`config.mk`:
```
export PLATFORM = sky130hd
export DESIGN_NAME = sacs_top
export DESIGN_NICKNAME = d
export VERILOG_FILES = /design/src/core/sacs_pkg.sv /design/src/core/sacs_top.sv
export VERILOG_INCLUDE_DIRS = /design/src /design/src/core
export SDC_FILE = /design/constraint.sdc
export NUM_CORES = 1
export LEC_CHECK = 0
export ABC_AREA = 0
export BUFFER_PORTS_ARGS = -buffer_cell sky130_fd_sc_hd__buf_2
export CORE_MARGIN = 1.5
export CORE_UTILIZATION = 55
export CTS_BUF_LIST = sky130_fd_sc_hd__clkbuf_8
export CTS_CLUSTER_DIAMETER = 120
export CTS_CLUSTER_SIZE = 14
export DETAILED_ROUTE_END_ITERATION = 10
export PLACE_DENSITY = 0.85
export SETUP_SLACK_MARGIN = 0.02
export SYNTH_ARGS = -nofsm -noshare
export SYNTH_HDL_FRONTEND = slang
export SYNTH_SLANG_ARGS = --single-unit
```
`constraint.sdc`:
```
create_clock -name clk -period 4.6 [get_ports clk]
set_input_delay 0 -clock clk [delete_from_list [all_inputs] [get_ports clk]]
set_output_delay 0 -clock clk [all_outputs]
set_load 0.02 [all_outputs]
```
`src/core/sacs_defines.svh`:
```
// constants of the serial conversion sequencer: bit counts and edge positions
// assumes one 20 MHz system clock that oversamples the serial clock pin
// Function
// - shift data in on serial clock rise
// - ignore data while chip select high
// - update data output on serial clock rise
// - data and strobe outputs floating when deselected
// - strobe high one period before MSB decision
// - shutdown input low suspends all conversion
// - single-ended: channel positive, common reference negative
// - differential pairs fixed: 0/1, 2/3, 4/5, 6/7
// - acquisition three periods, ends after last bit
// - hold sample, then switch capacitor to negative; the code does both on the same fall
// - twelve bits resolved MSB first
// - conversion spans fifteen serial clock periods
// - leading zeros ignored, first one starts byte
// - track after fifth bit, hold after eighth
// - sixteen clocks per conversion, chip select low; the sequencer takes 24 rises to reach SACS_DONE
// - result framed: three zeros, twelve bits, zero
`ifndef SACS_DEFINES_SVH
`define SACS_DEFINES_SVH
`define SACS_CTRL_BITS   5'h08
`define SACS_SEL_CNT     5'h03
`define SACS_TRACK_CNT   5'h05
`define SACS_SGL_CNT     5'h05
`define SACS_STROBE_CNT  5'h09
`define SACS_MSB_CNT     5'h0A
`define SACS_LSB_CNT     5'h15
`define SACS_LAST_CNT    5'h17
`define SACS_MSB_TRIAL   12'h800
`define SACS_ZERO12      12'h000
`endif

```
`src/core/sacs_pkg.sv`:
```
// types of the serial conversion sequencer
// assumes sacs_defines.svh supplies the numeric constants
package sacs_pkg;
    typedef enum logic [1:0] {
        SACS_WAIT_START,
        SACS_CTRL,
        SACS_CONV,
        SACS_DONE
    } sacs_state_t;

    // controls toward the analog front end
    typedef struct packed {
        logic [2:0]  pos_sel;
        logic [2:0]  neg_sel;
        logic        neg_com;
        logic        track;
        logic        hold_to_neg;
        logic [11:0] dac_code;
    } sacs_analog_t;
endpackage

```
`src/core/sacs_top.sv`:
```
// serial conversion sequencer: control byte intake, track/hold timing, sar and result shift-out
// assumes serial pins are asynchronous to clk and the serial clock is well below 10 MHz
`timescale 1ns/1ps
`include "sacs_defines.svh"
module sacs_top (
    input  wire logic                  clk,
    input  wire logic                  resetn,
    input  wire logic                  sclk,
    input  wire logic                  cs_n,
    input  wire logic                  din,
    input  wire logic                  shutdown_n,
    input  wire logic                  comparator,
    output logic                       dout,
    output logic                       dout_oe,
    output logic                       conversion_strobe,
    output logic                       conversion_strobe_oe,
    output sacs_pkg::sacs_analog_t     analog_ctrl
);

    // two-flop synchronisers; only the second stage and the edge delay are read
    logic [4:0] meta_ff;
    logic [4:0] sync_ff;
    logic       sclk_d_ff;
    always_ff @(posedge clk) begin
        if (!resetn) begin
            meta_ff   <= 5'h02;
            sync_ff   <= 5'h02;
            sclk_d_ff <= 1'b0;
        end else begin
            meta_ff   <= {comparator, shutdown_n, din, cs_n, sclk};
            sync_ff   <= meta_ff;
            sclk_d_ff <= sync_ff[0];
        end
    end

    logic sclk_s;
    logic cs_n_s;
    logic din_s;
    logic shutdown_n_n_s;
    logic cmp_s;
    logic rise;
    logic fall;
    logic active;
    assign sclk_s   = sync_ff[0];
    assign cs_n_s   = sync_ff[1];
    assign din_s    = sync_ff[2];
    assign shutdown_n_n_s = sync_ff[3];
    assign cmp_s    = sync_ff[4];
    assign rise     = sclk_s & ~sclk_d_ff;
    assign fall     = ~sclk_s & sclk_d_ff;
    // shutdown overrides the serial port entirely
    assign active   = ~cs_n_s & shutdown_n_n_s;

    // mux decode: single-ended uses common, differential uses the fixed pair
    function automatic logic [6:0] mux_of(input logic [2:0] sel, input logic sgl);
        logic [6:0] m;
        m = 7'h00;
        if (sgl) begin
            m = {sel, 3'h0, 1'b1};
        end else begin
            m = {sel[2:1], sel[0], sel[2:1], ~sel[0], 1'b0};
        end
        return m;
    endfunction

    sacs_pkg::sacs_state_t state_ff;
    logic [4:0]            cnt_ff;
    logic [7:0]            ctrl_ff;
    logic [2:0]            sel_ff;
    logic                  sgl_ff;

    // framing state; deselect or shutdown returns to hunting for a start bit
    always_ff @(posedge clk) begin
        if (!resetn || !active) begin
            state_ff <= sacs_pkg::SACS_WAIT_START;
            cnt_ff   <= 5'h00;
            ctrl_ff  <= 8'h00;
        end else if (rise) begin
            case (state_ff)
                sacs_pkg::SACS_WAIT_START: begin
                    if (din_s) begin
                        state_ff <= sacs_pkg::SACS_CTRL;
                        cnt_ff   <= 5'h01;
                        ctrl_ff  <= 8'h01;
                    end
                end
                sacs_pkg::SACS_CTRL: begin
                    ctrl_ff <= {ctrl_ff[6:0], din_s};
                    cnt_ff  <= cnt_ff + 5'h01;
                    if (cnt_ff == `SACS_CTRL_BITS - 5'h01) begin
                        state_ff <= sacs_pkg::SACS_CONV;
                    end
                end
                sacs_pkg::SACS_CONV: begin
                    cnt_ff <= cnt_ff + 5'h01;
                    if (cnt_ff == `SACS_LAST_CNT) begin
                        state_ff <= sacs_pkg::SACS_DONE;
                    end
                end
                sacs_pkg::SACS_DONE: begin
                    cnt_ff <= cnt_ff;
                end
                default: begin
                    state_ff <= sacs_pkg::SACS_WAIT_START;
                end
            endcase
        end
    end

    // channel fields caught as their bits arrive so the mux can settle during tracking
    always_ff @(posedge clk) begin
        if (!resetn) begin
            sel_ff <= 3'h0;
            sgl_ff <= 1'b1;
        end else if (rise && active && state_ff == sacs_pkg::SACS_CTRL) begin
            if (cnt_ff == `SACS_SEL_CNT) begin
                sel_ff <= {ctrl_ff[1:0], din_s};
            end
            if (cnt_ff == `SACS_SGL_CNT) begin
                sgl_ff <= din_s;
            end
        end
    end

    // front-end control flops; each has one process, the struct is only packed at the port
    logic [2:0]  pos_sel_ff;
    logic [2:0]  neg_sel_ff;
    logic        neg_com_ff;
    logic        track_ff;
    logic        hold_ff;
    logic [11:0] dac_ff;

    // track/hold and mux; acquisition is the three periods between falls 5 and 8
    always_ff @(posedge clk) begin
        if (!resetn || !active) begin
            pos_sel_ff <= 3'h0;
            neg_sel_ff <= 3'h0;
            neg_com_ff <= 1'b1;
            track_ff   <= 1'b0;
            hold_ff    <= 1'b0;
        end else if (fall && state_ff != sacs_pkg::SACS_WAIT_START) begin
            if (cnt_ff >= `SACS_TRACK_CNT && cnt_ff < `SACS_CTRL_BITS) begin
                track_ff <= 1'b1;
                {pos_sel_ff, neg_sel_ff, neg_com_ff} <= mux_of(sel_ff, sgl_ff);
            end
            if (cnt_ff == `SACS_CTRL_BITS) begin
                // open the switch and move the capacitor to the negative side in the same step
                track_ff <= 1'b0;
                hold_ff  <= 1'b1;
            end
            if (cnt_ff == `SACS_LAST_CNT) begin
                hold_ff <= 1'b0;
            end
        end
    end

    // successive approximation and result shift-out, all on serial clock rises
    logic [3:0] bit_idx;
    assign bit_idx = 4'(`SACS_LSB_CNT - cnt_ff);
    always_ff @(posedge clk) begin
        if (!resetn || !active) begin
            dout                 <= 1'b0;
            dout_oe              <= 1'b0;
            conversion_strobe    <= 1'b0;
            conversion_strobe_oe <= 1'b0;
            dac_ff               <= `SACS_ZERO12;
        end else begin
            dout_oe              <= 1'b1;
            conversion_strobe_oe <= 1'b1;
            if (rise && state_ff == sacs_pkg::SACS_CONV) begin
                conversion_strobe <= (cnt_ff == `SACS_STROBE_CNT);
                dout              <= 1'b0;
                if (cnt_ff == `SACS_STROBE_CNT) begin
                    dac_ff <= `SACS_MSB_TRIAL;
                end
                if (cnt_ff >= `SACS_MSB_CNT && cnt_ff <= `SACS_LSB_CNT) begin
                    // comparator high means the trial overshot, so the bit clears
                    dout            <= ~cmp_s;
                    dac_ff[bit_idx] <= ~cmp_s;
                    if (bit_idx != 4'h0) begin
                        dac_ff[bit_idx - 4'h1] <= 1'b1;
                    end
                end
            end else if (rise) begin
                conversion_strobe <= 1'b0;
                dout              <= 1'b0;
            end
        end
    end

    // packed in the struct's own field order; every field comes straight from a flop
    assign analog_ctrl = {pos_sel_ff, neg_sel_ff, neg_com_ff, track_ff, hold_ff, dac_ff};
endmodule

```
# [Word level (Yosys, flattened, before mapping)]
# Cells that the tools add are included.
[op_classes] addsub=3 n_reduce_logical=28 bitwise_logic=10 n_eq_ne=12 magnitude_cmp=8 mux=28
[op_table] cell="$mux 12" count=5
[op_table] cell="$bwmux 12" count=1
[op_table] cell="$or 12x12->12" count=1
[op_table] cell="$mux 1" count=11
[op_table] cell="$eq 5x3->1 const B" count=2
[op_table] cell="$eq 5x4->1 const B" count=2
[op_table] cell="$lt 4x5->1 const B" count=2
[op_table] cell="$pmux 5 s2" count=1
[op_table] cell="$reduce_and 2->1" count=5
[op_table] cell="$reduce_bool 2->1" count=5
[op_table] cell="$demux 1 s4" count=2
[op_table] cell="$ge 4x1->1 const B" count=2
[op_table] cell="$logic_and 1x1->1" count=8
[op_table] cell="$mux 2" count=4
[op_table] cell="$ne 2x2->1 const B" count=3
[op_table] cell="$not 1->1" count=6
[op_table] cell="$pmux 2 s3" count=1
[op_table] cell="$reduce_and 3->1" count=2
[op_table] cell="$add 5x1->5 const B" count=1
[op_table] cell="$eq 5x2->1 const B" count=1
[op_table] cell="$eq 5x5->1 const B" count=1
[op_table] cell="$ge 5x3->1 const B" count=1
[op_table] cell="$ge 5x4->1 const B" count=1
[op_table] cell="$le 5x5->1 const B" count=1
[op_table] cell="16 further kinds" count=20
[totals] wordCells=106 reg_bits=48 in_bits=7

# [Depth between registers and ports, before layout]
# Gate-level depths: netlist of run 1.
[depth] depth_word=9 mapped_depth=9

# [Least setup slack after synthesis of run 1]
# OpenSTA, ideal clock, no wires.
[synth_path] path_kind="register to register" from="register cnt_ff[1]" to="register dac_ff[2]" path_stages_with_launch=9 synth_period_minus_slack_ns=2.113 t_required_ns=4.521 arrival_ns=2.034 slack_ns=2.487 path_cell_list="dfxtp_1 -> inv_1 -> ha_1 -> a21o_1 -> a211o_1 -> a211o_1 -> buf_6 -> or3_1 -> o211ai_1"
[synth_between] elab_chain_cells=9
[synth_lines] element="start, declared" line_no="sacs_top.sv:67" source="logic [4:0] cnt_ff;"
[synth_lines] element="start signal, assigned" line_no="sacs_top.sv:89" source="cnt_ff <= cnt_ff + 5'h01;"
[synth_lines] element="start signal, assigned" line_no="sacs_top.sv:95" source="cnt_ff <= cnt_ff + 5'h01;"
[synth_lines] element="start signal, assigned" line_no="sacs_top.sv:101" source="cnt_ff <= cnt_ff;"
[synth_lines] element="$sub 3x4->4 (no source line)"
[synth_lines] element="$sub 4x1->4 (tied with other cells)" line_no="sacs_top.sv:181" source="dac_ff[bit_idx - 4'h1] <= 1'b1;"
[synth_lines] element="$lt 4x5->1 (not written as such) (tied with other cells)" line_no="sacs_top.sv:181"
[synth_lines] element="$logic_and 1x1->1 (not written as such) / $mux 1 (equally long branches)" line_no="sacs_top.sv:181, sacs_top.sv:179"
[synth_lines] element="$mux 1 (not written as such) / $demux 1 s4 (equally long branches)" line_no="sacs_top.sv:181, sacs_top.sv:179"
[synth_lines] element="$demux 1 s4 / $bwmux 12 (equally long branches)" line_no="sacs_top.sv:181, sacs_top.sv:179"
[synth_lines] element="$or 12x12->12 (no source line)"
[synth_lines] element="$mux 12" line_no="sacs_top.sv:180" source="if (bit_idx != 4'h0) begin"
[synth_lines] element="$mux 12 *" line_no="sacs_top.sv:176" source="if (cnt_ff >= `SACS_MSB_CNT && cnt_ff <= `SACS_LSB_CNT) begin"
[synth_lines] element="end signal, assigned" line_no="sacs_top.sv:166" source="dac_ff <= `SACS_ZERO12;"
[synth_lines] element="end signal, assigned" line_no="sacs_top.sv:174" source="dac_ff <= `SACS_MSB_TRIAL;"
[synth_lines] element="end signal, assigned by index" line_no="sacs_top.sv:179" source="dac_ff[bit_idx] <= ~cmp_s;"
[synth_lines] element="end, declared" line_no="sacs_top.sv:131" source="logic [11:0] dac_ff;"
# Mark *: on every way between the ends. The rest lies on a longest branch, timed or not. The select of a mux whose other input is x is not followed.
# A chain may end at the register's enable or synchronous reset.

# [Final worst setup path of run 1]
[layout_path] from="register cnt_ff[2]" to="register dac_ff[1]"
# The elaborated chain is that of the path after synthesis.

==> flow_metrics.py, run 1 <==
metrics = {
    "global_routing": {
        "grt_pass1_vias": 1902,
        "grt_pass1_wl_mm": 8.78,
        "grt_max_degree": 22,
        "grtUsageTotal": 0.220,
        "grt-ovfl-total": 0,
        "antenna_found_initial": 0,
    },
    "yosys": {
        "synth_xor_area_frac": 0.0178,
        "syn-num-nets": 305,
        "yosysWarnings": 0,
        "syn_area_um2": 2460,
        "ys.flop_type": "dfxtp_1",
        "synth.distinct_cells": 52,
        "syn_inst": 285,
        "synth_top_family_by_area": "simple AND/OR/NAND/NOR gates",
        "synthArstFlopShare": 0,
        "ys_seq_elements": 48,
        "synthSimpleGateAreaFrac": 0.239,
        "synth_edf_count": 0,
        "muxShareOfSynthArea": 0.0489,
        "avgSynthCellArea_um2": 8.63,
        "synth_compound_area_frac": 0.175,
        "synthAdderAreaFrac": 0.0662,
        "seq_area_frac_synth": 0.391,
    },
    "placed_design": {
        "gp_congestion": 0.885,
        "portBuffers": 31,
        "dpl.hpwl_mm": 3.57,
        "pre_cts_ws_ps": 1840,
        "post-place-cells": 349,
    },
    "floorplan": {
        "die_w_um": 69.9,
        "die_area_um2": 4880,
        "initial_core_util": 0.569,
        "rows": 24,
        "io_pins": 32,
        "core_um2": 4320,
        "die_y_um": 69.9,
    },
    "layout": {
        "final_cells": 364,
        "area_delta_synth_final_pct": 11.3,
        "final_nets": 331,
        "drive_above_1_share": 0.131,
        "mostFrequentLayoutCells": "dfxtp_1, buf_2, nor2_1, nand2_1, ha_1",
        "diodes": 0,
        "layout_commonest_cell": "dfxtp_1",
    },
    "min_path": {
        "min_path_type": "flop to flop",
    },
    "routing": {
        "ant_nets": 0,
        "drc": 0,
        "vias": 2120,
        "dr.pass1.iters": 4,
        "finalWirelength_mm": 5.12,
        "drt_iter0_markers": 289,
        "wire_per_inst_um": 14.1,
        "via_per_inst": 5.82,
    },
    "worst_setup_path": {
        "worstPathArrival_ps": 3070,
        "cp_max_fo": 14,
        "crit_buf_inv": 0,
        "critPathMaxStageDelay_ps": 780,
        "crit_path_end_kind": "flop",
        "critPathKind": "flop to flop",
        "crit_family": "XOR/XNOR gates",
        "critical_path.startpoint_type": "flop",
        "cp_slowest_cell": "xor2_1",
        "path_cells": "ha_1 > xor2_1 > xnor2_1 > or4_1 > o211ai_1",
        "cp.required_ps": 4830,
    },
    "power": {
        "peakVddDrop_mv": 0.169,
        "cellPowerDensity_nw_per_um2": 257,
        "leakagePower_nw": 1.03,
    },
    "cts": {
        "cts_resized": 0,
        "tritoncts": "built",
        "cts_setup_buffers": 0,
        "cts.hold.buffers_added": 7,
        "cts_buffer_depth": 2,
        "clk_pin_slew_ps": 90,
        "cts_max_level": 2,
        "clock_tree.root_cell": "clkbuf_8",
        "cts_buffers": 5,
        "cts_num_sinks": 48,
        "clk_latency_ps": 310,
    },
    "sta": {
        "tightest_slew_ps": 955,
        "slew_viol_final": 0,
        "hold_viol": 0,
        "worst_slack_ps": 1770,
        "clock_skew_ps": 7.95,
        "whs_ps": 418,
        "rsz0062_at_grt": "false",
        "setup_viol": 0,
        "setup_tns_ps": 0,
        "fmax_mhz": 353,
        "period_share": 0.616,
        "relSlewSlack": 0.361,
        "period_needed_ps": 2830,
    },
    "run_status": {
        "outcome": "finished clean",
    },
    "job": {
        "cap_violations": 0,
    },
}
==> final timing paths <==
path	startpoint	endpoint	slack, ps	cells past startpoint
max	cnt_ff[2]$_SDFFE_PN0P_	dac_ff[1]$_SDFFE_PN0P_	1770	5
min	meta_ff[1]$_SDFF_PN1_	sync_ff[1]$_SDFF_PN1_	420	1
max reg2reg	cnt_ff[2]$_SDFFE_PN0P_	dac_ff[1]$_SDFFE_PN0P_	1770	5
min reg2reg	meta_ff[1]$_SDFF_PN1_	sync_ff[1]$_SDFF_PN1_	420	1
==> where the power goes <==
part | total [mW] | switching, mW | internal (mW)
Sequential | 0.422 | 0.00276 | 0.419
Clock | 0.267 | 0.144 | 0.123
Combinational | 0.0157 | 0.00617 | 0.00948
Total | 0.705 | 0.153 | 0.552
==> sequential cells by signal, indices dropped and copies added (netlist names), 2 cells and up <==
name / cells
cnt_ff: 5
sync_ff: 5
state_ff: 2
pos_sel_ff: 3
ctrl_ff: 2
sel_ff: 3
meta_ff: 5
dac_ff: 12
neg_sel_ff: 3
==> Yosys cell counts (all sizes together), types with 2 or more instances <==
master	count	area, um2
buf	11	76.3
clkbuf	8	31.3
xnor2	3	26.3
a211o	3	26.3
nor4	5	31.3
and4	2	17.5
mux2i	12	120
inv	11	41.3
and2	10	62.6
o21ai	11	55.1
a32oi	7	61.3
ha	13	163
o22ai	3	18.8
nand2b	7	43.8
xor2	2	17.5
nand4	4	25.0
or3	4	25.0
a221o	2	20.0
o311a	2	20.0
nor3	8	50.1
a21o	2	15.0
and3	2	12.5
a21oi	11	55.1
nor2	27	101
nand3	7	35.0
a31oi	3	18.8
dfxtp	48	961
nor2b	8	50.1
o211ai	6	45.0
nand2	27	101
==> area by class of cell <==
type,count,area (um2)
clock buffers,6,82.6
multi-input cells,206,1350
repair buffers,38,225
clock inverters,2,13.8
fillers,353,1590
inverters,12,45.0
flip-flops and latches,48,961
well taps,52,65.1
==> kinds of logic (layout without fill, tap and decap cells) <==
kind of cell,count (synthesis),count (layout)
multiplexers,12,12
AND/OR/NAND/NOR,115,115
AO/OA/AOI/OAI,61,61
flip-flops,48,48
adder cells (fa/ha/maj),13,13
XOR/XNOR,5,5
buffers and inverters,31,58
==> per-stage QoR <==
step	util	instance area, um2	power, mW
floorplan	-	2460	0.438
global placement	0.595	2570	0.443
detailed placement	0.595	2570	0.443
CTS	0.633	2740	0.712
global route	0.633	2740	0.725
finish	0.633	2740	0.705
==> routing by layer <==
metal / GRT usage / up-vias / part of all wire
li1: - / 1064 / -
met1: 0.300 / 968 / 0.46
met2: 0.350 / 79 / 0.47
met3: 0.0447 / 9 / 0.060
met4: 0.0726 / 0 / 0.016
met5: 0 / - / 0
(Power assumes the default switching activity.)
==> run 2: changes to the inputs <==
CORE_UTILIZATION = 54   (was 55)
PLACE_DENSITY = 0.87   (was 0.85)
clock period = 2.41 ns   (was 4.6 ns; I/O delays follow)
==> run 2 against run 1 <==
Highest routed layer unchanged. Largest power group unchanged. Largest cell class unchanged. Critical path depth up 2. Flip-flop and latch count is the same. Cell count rose by 2.7%. Fmax increased by 24%.
==> flow_metrics.py, run 2 (synthesis results as in run 1) <==
metrics = {
    "sta": {
        "slew_viol_final": 0,
        "setup_viol": 0,
        "fmax_mhz": 437,
        "period_needed_ps": 2290,
        "tightest_slew_ps": 654,
        "setup_tns_ps": 0,
        "relSlewSlack": 0.561,
        "hold_viol": 0,
        "clock_skew_ps": 9.51,
        "rsz0062_at_grt": "false",
        "period_share": 0.950,
    },
    "worst_setup_path": {
        "crit_family": "compound AO/OA/AOI/OAI gates",
        "rr_worst_depth": 7,
        "crit_start": "cnt_ff[1]$_SDFFE_PN0P_",
        "cp_slowest_cell": "or4_1",
        "critPathKind": "flop to flop",
        "r2r_end": "dac_ff[1]$_SDFFE_PN0P_",
        "critPathMaxStageDelay_ps": 500,
        "worstPathArrival_ps": 2530,
        "crit_path_end_kind": "flop",
        "reg2reg_from": "cnt_ff[1]$_SDFFE_PN0P_",
        "cp.required_ps": 2650,
        "critical_path.startpoint_type": "flop",
        "cp_max_fo": 9,
        "rrSetupSlack_ps": 120,
        "path_cells": "inv_1 > ha_1 > a21o_1 > a211o_1 > a211o_4 > or4_1 > o211ai_1",
        "crit_buf_inv": 1,
    },
    "layout": {
        "regArea_um2": 963,
        "final_nets": 341,
        "drive_above_1_share": 0.168,
        "largest_reg_flops": 12,
        "multi_input_area_um2": 1350,
        "layout_commonest_cell": "dfxtp_1",
        "top_register": "dac_ff",
        "fill_cells": 355,
        "fin_util": 0.649,
        "mostFrequentLayoutCells": "dfxtp_1, buf_2, nor2_1, nand2_1, ha_1",
        "final_area_um2": 2820,
        "area_delta_synth_final_pct": 14.9,
        "diodes": 0,
    },
    "global_routing": {
        "grt-ovfl-total": 0,
        "grt_pass1_vias": 2099,
        "grtUsageTotal": 0.238,
        "grt_pass1_wl_mm": 9.45,
        "antenna_found_initial": 0,
        "grt_max_degree": 22,
    },
    "routing": {
        "drc": 0,
        "drt_iter0_markers": 234,
        "wire_per_inst_um": 15.1,
        "via_per_inst": 5.95,
        "ant_nets": 0,
        "dr.pass1.iters": 5,
        "finalWirelength_mm": 5.64,
        "vias": 2224,
    },
    "min_path": {
        "hold_depth": 1,
        "min_path_type": "flop to flop",
        "min_to": "sync_ff[1]$_SDFF_PN1_",
        "hp-start": "meta_ff[1]$_SDFF_PN1_",
    },
    "placed_design": {
        "dpl_cell_area_um2": 2650,
        "portBuffers": 31,
        "dpl.hpwl_mm": 3.85,
        "gp_congestion": 0.860,
    },
    "power": {
        "leakagePower_nw": 1.09,
        "peakVddDrop_mv": 0.287,
        "cellPowerDensity_nw_per_um2": 479,
    },
    "cts": {
        "cts_max_level": 2,
        "clock_tree.root_cell": "clkbuf_8",
        "clk_latency_ps": 310,
        "tritoncts": "built",
        "cts_buffers": 5,
        "cts_buffer_depth": 2,
        "cts_num_sinks": 48,
        "clk_pin_slew_ps": 90,
    },
    "floorplan": {
        "die_y_um": 70.5,
        "io_pins": 32,
        "initial_core_util": 0.565,
        "core_um2": 4350,
        "die_w_um": 70.5,
        "die_area_um2": 4970,
        "rows": 24,
    },
    "run_status": {
        "outcome": "finished clean",
    },
    "job": {
        "cap_violations": 0,
    },
}
## run 2: timing repair
item,4_1_cts,5_1_grt
hold endpoints to repair,7,0
buffers inserted,0,0
setup endpoints to repair,0,6
gates resized for setup,0,4
hold buffers,7,0
## run 2: power by group
group | internal, mW | switching (mW)
Clock | 0.235 | 0.282
Sequential | 0.801 | 0.00585
Combinational | 0.0183 | 0.0120
Total | 1.05 | 0.299
## run 2: final cells by class
class | instances | share of cell area
clock inverters | 2 | 0.00487
multi-input cells | 206 | 0.479
clock buffers | 6 | 0.0292
inverters | 12 | 0.0160
well taps | 52 | 0.0230
flip-flops and latches | 48 | 0.341
repair buffers | 48 | 0.106
## run 2: worst max-delay path by stage
stage                                   endpoint  slack, ps  cells past startpoint
after floorplan           dac_ff[2]$_SDFFE_PN0P_        300                      8
after global placement    dac_ff[1]$_SDFFE_PN0P_        150                      7
after detailed placement  dac_ff[1]$_SDFFE_PN0P_         50                      7
after CTS                 dac_ff[1]$_SDFFE_PN0P_         30                      7
after global routing      dac_ff[1]$_SDFFE_PN0P_         60                      7
final                     dac_ff[1]$_SDFFE_PN0P_        120                      7
## run 2: per-stage QoR
| stage | power (mW) | std cells | setup slack, ps | hold WS (ps) |
|---|---|---|---|---|
| 3_3_place_gp | 0.845 | 359 | 146 | 181 |
| 6_report | 1.35 | 374 | 121 | 411 |
| 5_1_grt | 1.39 | 374 | 55.3 | 440 |
| 3_5_place_dp | 0.846 | 359 | 53.9 | 188 |
| 4_1_cts | 1.36 | 374 | 30.5 | 413 |
| 2_1_floorplan | 0.837 | 285 | 297 | 73.0 |
## run 2: per-layer routing
metal | global-route usage | share of wire
met1 | 0.299 | 0.44
met2 | 0.382 | 0.47
met3 | 0.0548 | 0.061
met4 | 0.120 | 0.032
met5 | 0 | 0
==> run 3: changes to the inputs <==
CORE_ASPECT_RATIO = 2   (was not set)
==> run 3 against run 2 <==
Non-clock buffer count grew 2. Clock-buffer cell count fell by 1. Flip-flop and latch count is the same. Sequential share of layout area up 0.077 points. Cell count increased by 0.80%. Fmax grew 0.62%. Clock power is 8.3% lower. Sequential power about the same. Via count grew 2.3%. Clock skew is 13 ps higher. Routed wire length increased by 8.9%. First-iteration DRC count is 47% lower. Critical path type unchanged. Largest cell class unchanged.
==> flow_metrics.py, run 3 (synthesis results as in run 1) <==
metrics = {
    "layout": {
        "regArea_um2": 962,
        "top_register": "dac_ff",
        "area_delta_synth_final_pct": 14.5,
        "fin_util": 0.649,
        "fill_cells": 398,
        "multi_input_area_um2": 1350,
        "largest_reg_flops": 12,
        "final_nets": 343,
        "diodes": 0,
        "drive_above_1_share": 0.167,
        "mostFrequentLayoutCells": "dfxtp_1, buf_2, nor2_1, nand2_1",
        "layout_commonest_cell": "dfxtp_1",
    },
    "worst_setup_path": {
        "critical_path.startpoint_type": "flop",
        "rrSetupSlack_ps": 130,
        "crit_buf_inv": 1,
        "cp_max_fo": 7,
        "crit_path_end_kind": "flop",
        "crit_family": "compound AO/OA/AOI/OAI gates",
        "cp_slowest_cell": "or4_1",
        "critPathKind": "flop to flop",
        "rr_worst_depth": 7,
        "path_cells": "inv_1 > ha_1 > a21o_1 > a211o_1 > a211o_1 > or4_1 > o211ai_1",
        "worstPathArrival_ps": 2520,
        "r2r_end": "dac_ff[1]$_SDFFE_PN0P_",
        "crit_top_cell": "a211o_1",
        "cp.required_ps": 2650,
        "reg2reg_from": "cnt_ff[1]$_SDFFE_PN0P_",
        "critPathMaxStageDelay_ps": 490,
    },
    "routing": {
        "finalWirelength_mm": 6.15,
        "ant_nets": 0,
        "via_per_inst": 6.03,
        "wire_per_inst_um": 16.3,
        "drc": 0,
        "vias": 2275,
        "drt_iter0_markers": 124,
        "dr.pass1.iters": 4,
    },
    "placed_design": {
        "portBuffers": 31,
        "gp_congestion": 0.972,
        "dpl.hpwl_mm": 4.47,
    },
    "floorplan": {
        "rows": 34,
        "die_w_um": 50.7,
        "die_y_um": 98.4,
        "core_um2": 4340,
        "io_pins": 32,
        "die_area_um2": 4990,
        "initial_core_util": 0.567,
    },
    "sta": {
        "fmax_mhz": 440,
        "clock_skew_ps": 22.3,
        "setup_viol": 0,
        "hold_viol": 0,
        "period_needed_ps": 2280,
        "period_share": 0.944,
        "rsz0062_at_grt": "false",
        "relSlewSlack": 0.537,
        "slew_viol_final": 0,
        "setup_tns_ps": 0,
        "tightest_slew_ps": 689,
    },
    "min_path": {
        "hold_depth": 1,
        "hp-start": "meta_ff[4]$_SDFF_PN0_",
        "min_path_type": "flop to flop",
        "min_to": "sync_ff[4]$_SDFF_PN0_",
    },
    "cts": {
        "cts_max_level": 2,
        "tritoncts": "built",
        "cts_buffer_depth": 2,
        "clk_latency_ps": 310,
        "cts_setup_buffers": 0,
        "clock_tree.root_cell": "clkbuf_8",
        "cts_num_sinks": 48,
        "clk_pin_slew_ps": 100,
        "cts_buffers": 5,
    },
    "power": {
        "p_switching_mw": 0.293,
        "p_clk_frac": 0.361,
        "power.internal_mw": 1.02,
        "p_sw_frac": 0.224,
        "combPwrFrac": 0.023,
        "total_power_mw": 1.31,
        "cellPowerDensity_nw_per_um2": 465,
        "leakagePower_nw": 1.09,
        "seqPwrFrac": 0.616,
        "peakVddDrop_mv": 0.449,
    },
    "global_routing": {
        "grt_max_degree": 22,
        "antenna_found_initial": 0,
        "grt_pass1_vias": 2193,
        "grt-ovfl-total": 0,
        "grt_pass1_wl_mm": 9.69,
        "grtUsageTotal": 0.257,
    },
    "run_status": {
        "outcome": "finished clean",
    },
    "job": {
        "cap_violations": 0,
    },
}
-- run 3: changes by cell type in the layout (fill, tap and decap cells not counted) --
cell           before  now
buf_4              10   13
a211o_1             2    3
a211o_4             1    0
clkbuf_8            6    5
clkinvlp_4          0    1
dfxtp_1            46   47
dfxtp_2             2    1
dlygate4sd3_1       7    6
inv_6               1    0
-- run 3: through the flow --
stage	instance area, um2	hold slack (ps)	cells	setup WS, ps
floorplan	2460	73.0	285	297
global placement	2670	184	364	184
detailed placement	2670	209	364	105
CTS	2810	431	377	77.0
global route	2810	437	377	23.0
finish	2810	417	377	135
-- run 3: routing by layer --
| layer | vias to the layer above | share of wire | global-route usage |
|---|---|---|---|
| met5 | - | 0 | 0 |
| met1 | 1088 | 0.35 | 0.210 |
| met4 | 0 | 0.058 | 0.202 |
| li1 | 1087 | - | - |
| met2 | 72 | 0.57 | 0.498 |
| met3 | 28 | 0.030 | 0.0455 |
-- run 3: cell type report --
| cell class | count | share of cell area |
|---|---|---|
| well taps | 54 | 0.0240 |
| multi-input cells | 206 | 0.478 |
| clock buffers | 5 | 0.0245 |
| repair buffers | 50 | 0.111 |
| flip-flops and latches | 48 | 0.342 |
| clock inverters | 2 | 0.00445 |
| inverters | 12 | 0.0160 |
-- run 3: power groups by stage --
stage	clock [mW]	sequential, mW	combinational, mW
finish	0.473	0.806	0.0297
global route	0.512	0.807	0.0325
CTS	0.478	0.806	0.0298
detailed placement	0	0.825	0.0222
global placement	0	0.824	0.0214
floorplan	0	0.822	0.0148
-- run 3: how the worst max path moves through the flow --
stage | cells after the start | endpoint | startpoint
finish | 7 | dac_ff[1]$_SDFFE_PN0P_ | cnt_ff[1]$_SDFFE_PN0P_
global route | 7 | dac_ff[1]$_SDFFE_PN0P_ | cnt_ff[1]$_SDFFE_PN0P_
CTS | 7 | dac_ff[1]$_SDFFE_PN0P_ | cnt_ff[1]$_SDFFE_PN0P_
detailed placement | 7 | dac_ff[1]$_SDFFE_PN0P_ | cnt_ff[1]$_SDFFE_PN0P_
global placement | 7 | dac_ff[1]$_SDFFE_PN0P_ | cnt_ff[1]$_SDFFE_PN0P_
floorplan | 8 | dac_ff[2]$_SDFFE_PN0P_ | cnt_ff[1]$_SDFFE_PN0P_
-- run 3: worst reg2reg max path, stage by stage, from the launching register on --
cell and delay (ps):
dfxtp_2 390, inv_1 120, ha_1 210, a21o_1 210, a211o_1 300, a211o_1 390, or4_1 490, o211ai_1 110
-- run 3: timing repair --
item / in CTS / in global routing
resized for setup: 0 / 1
hold buffers: 6 / 0
endpoints found under the hold margin: 6 / 0
endpoints found under the setup margin: 0 / 5
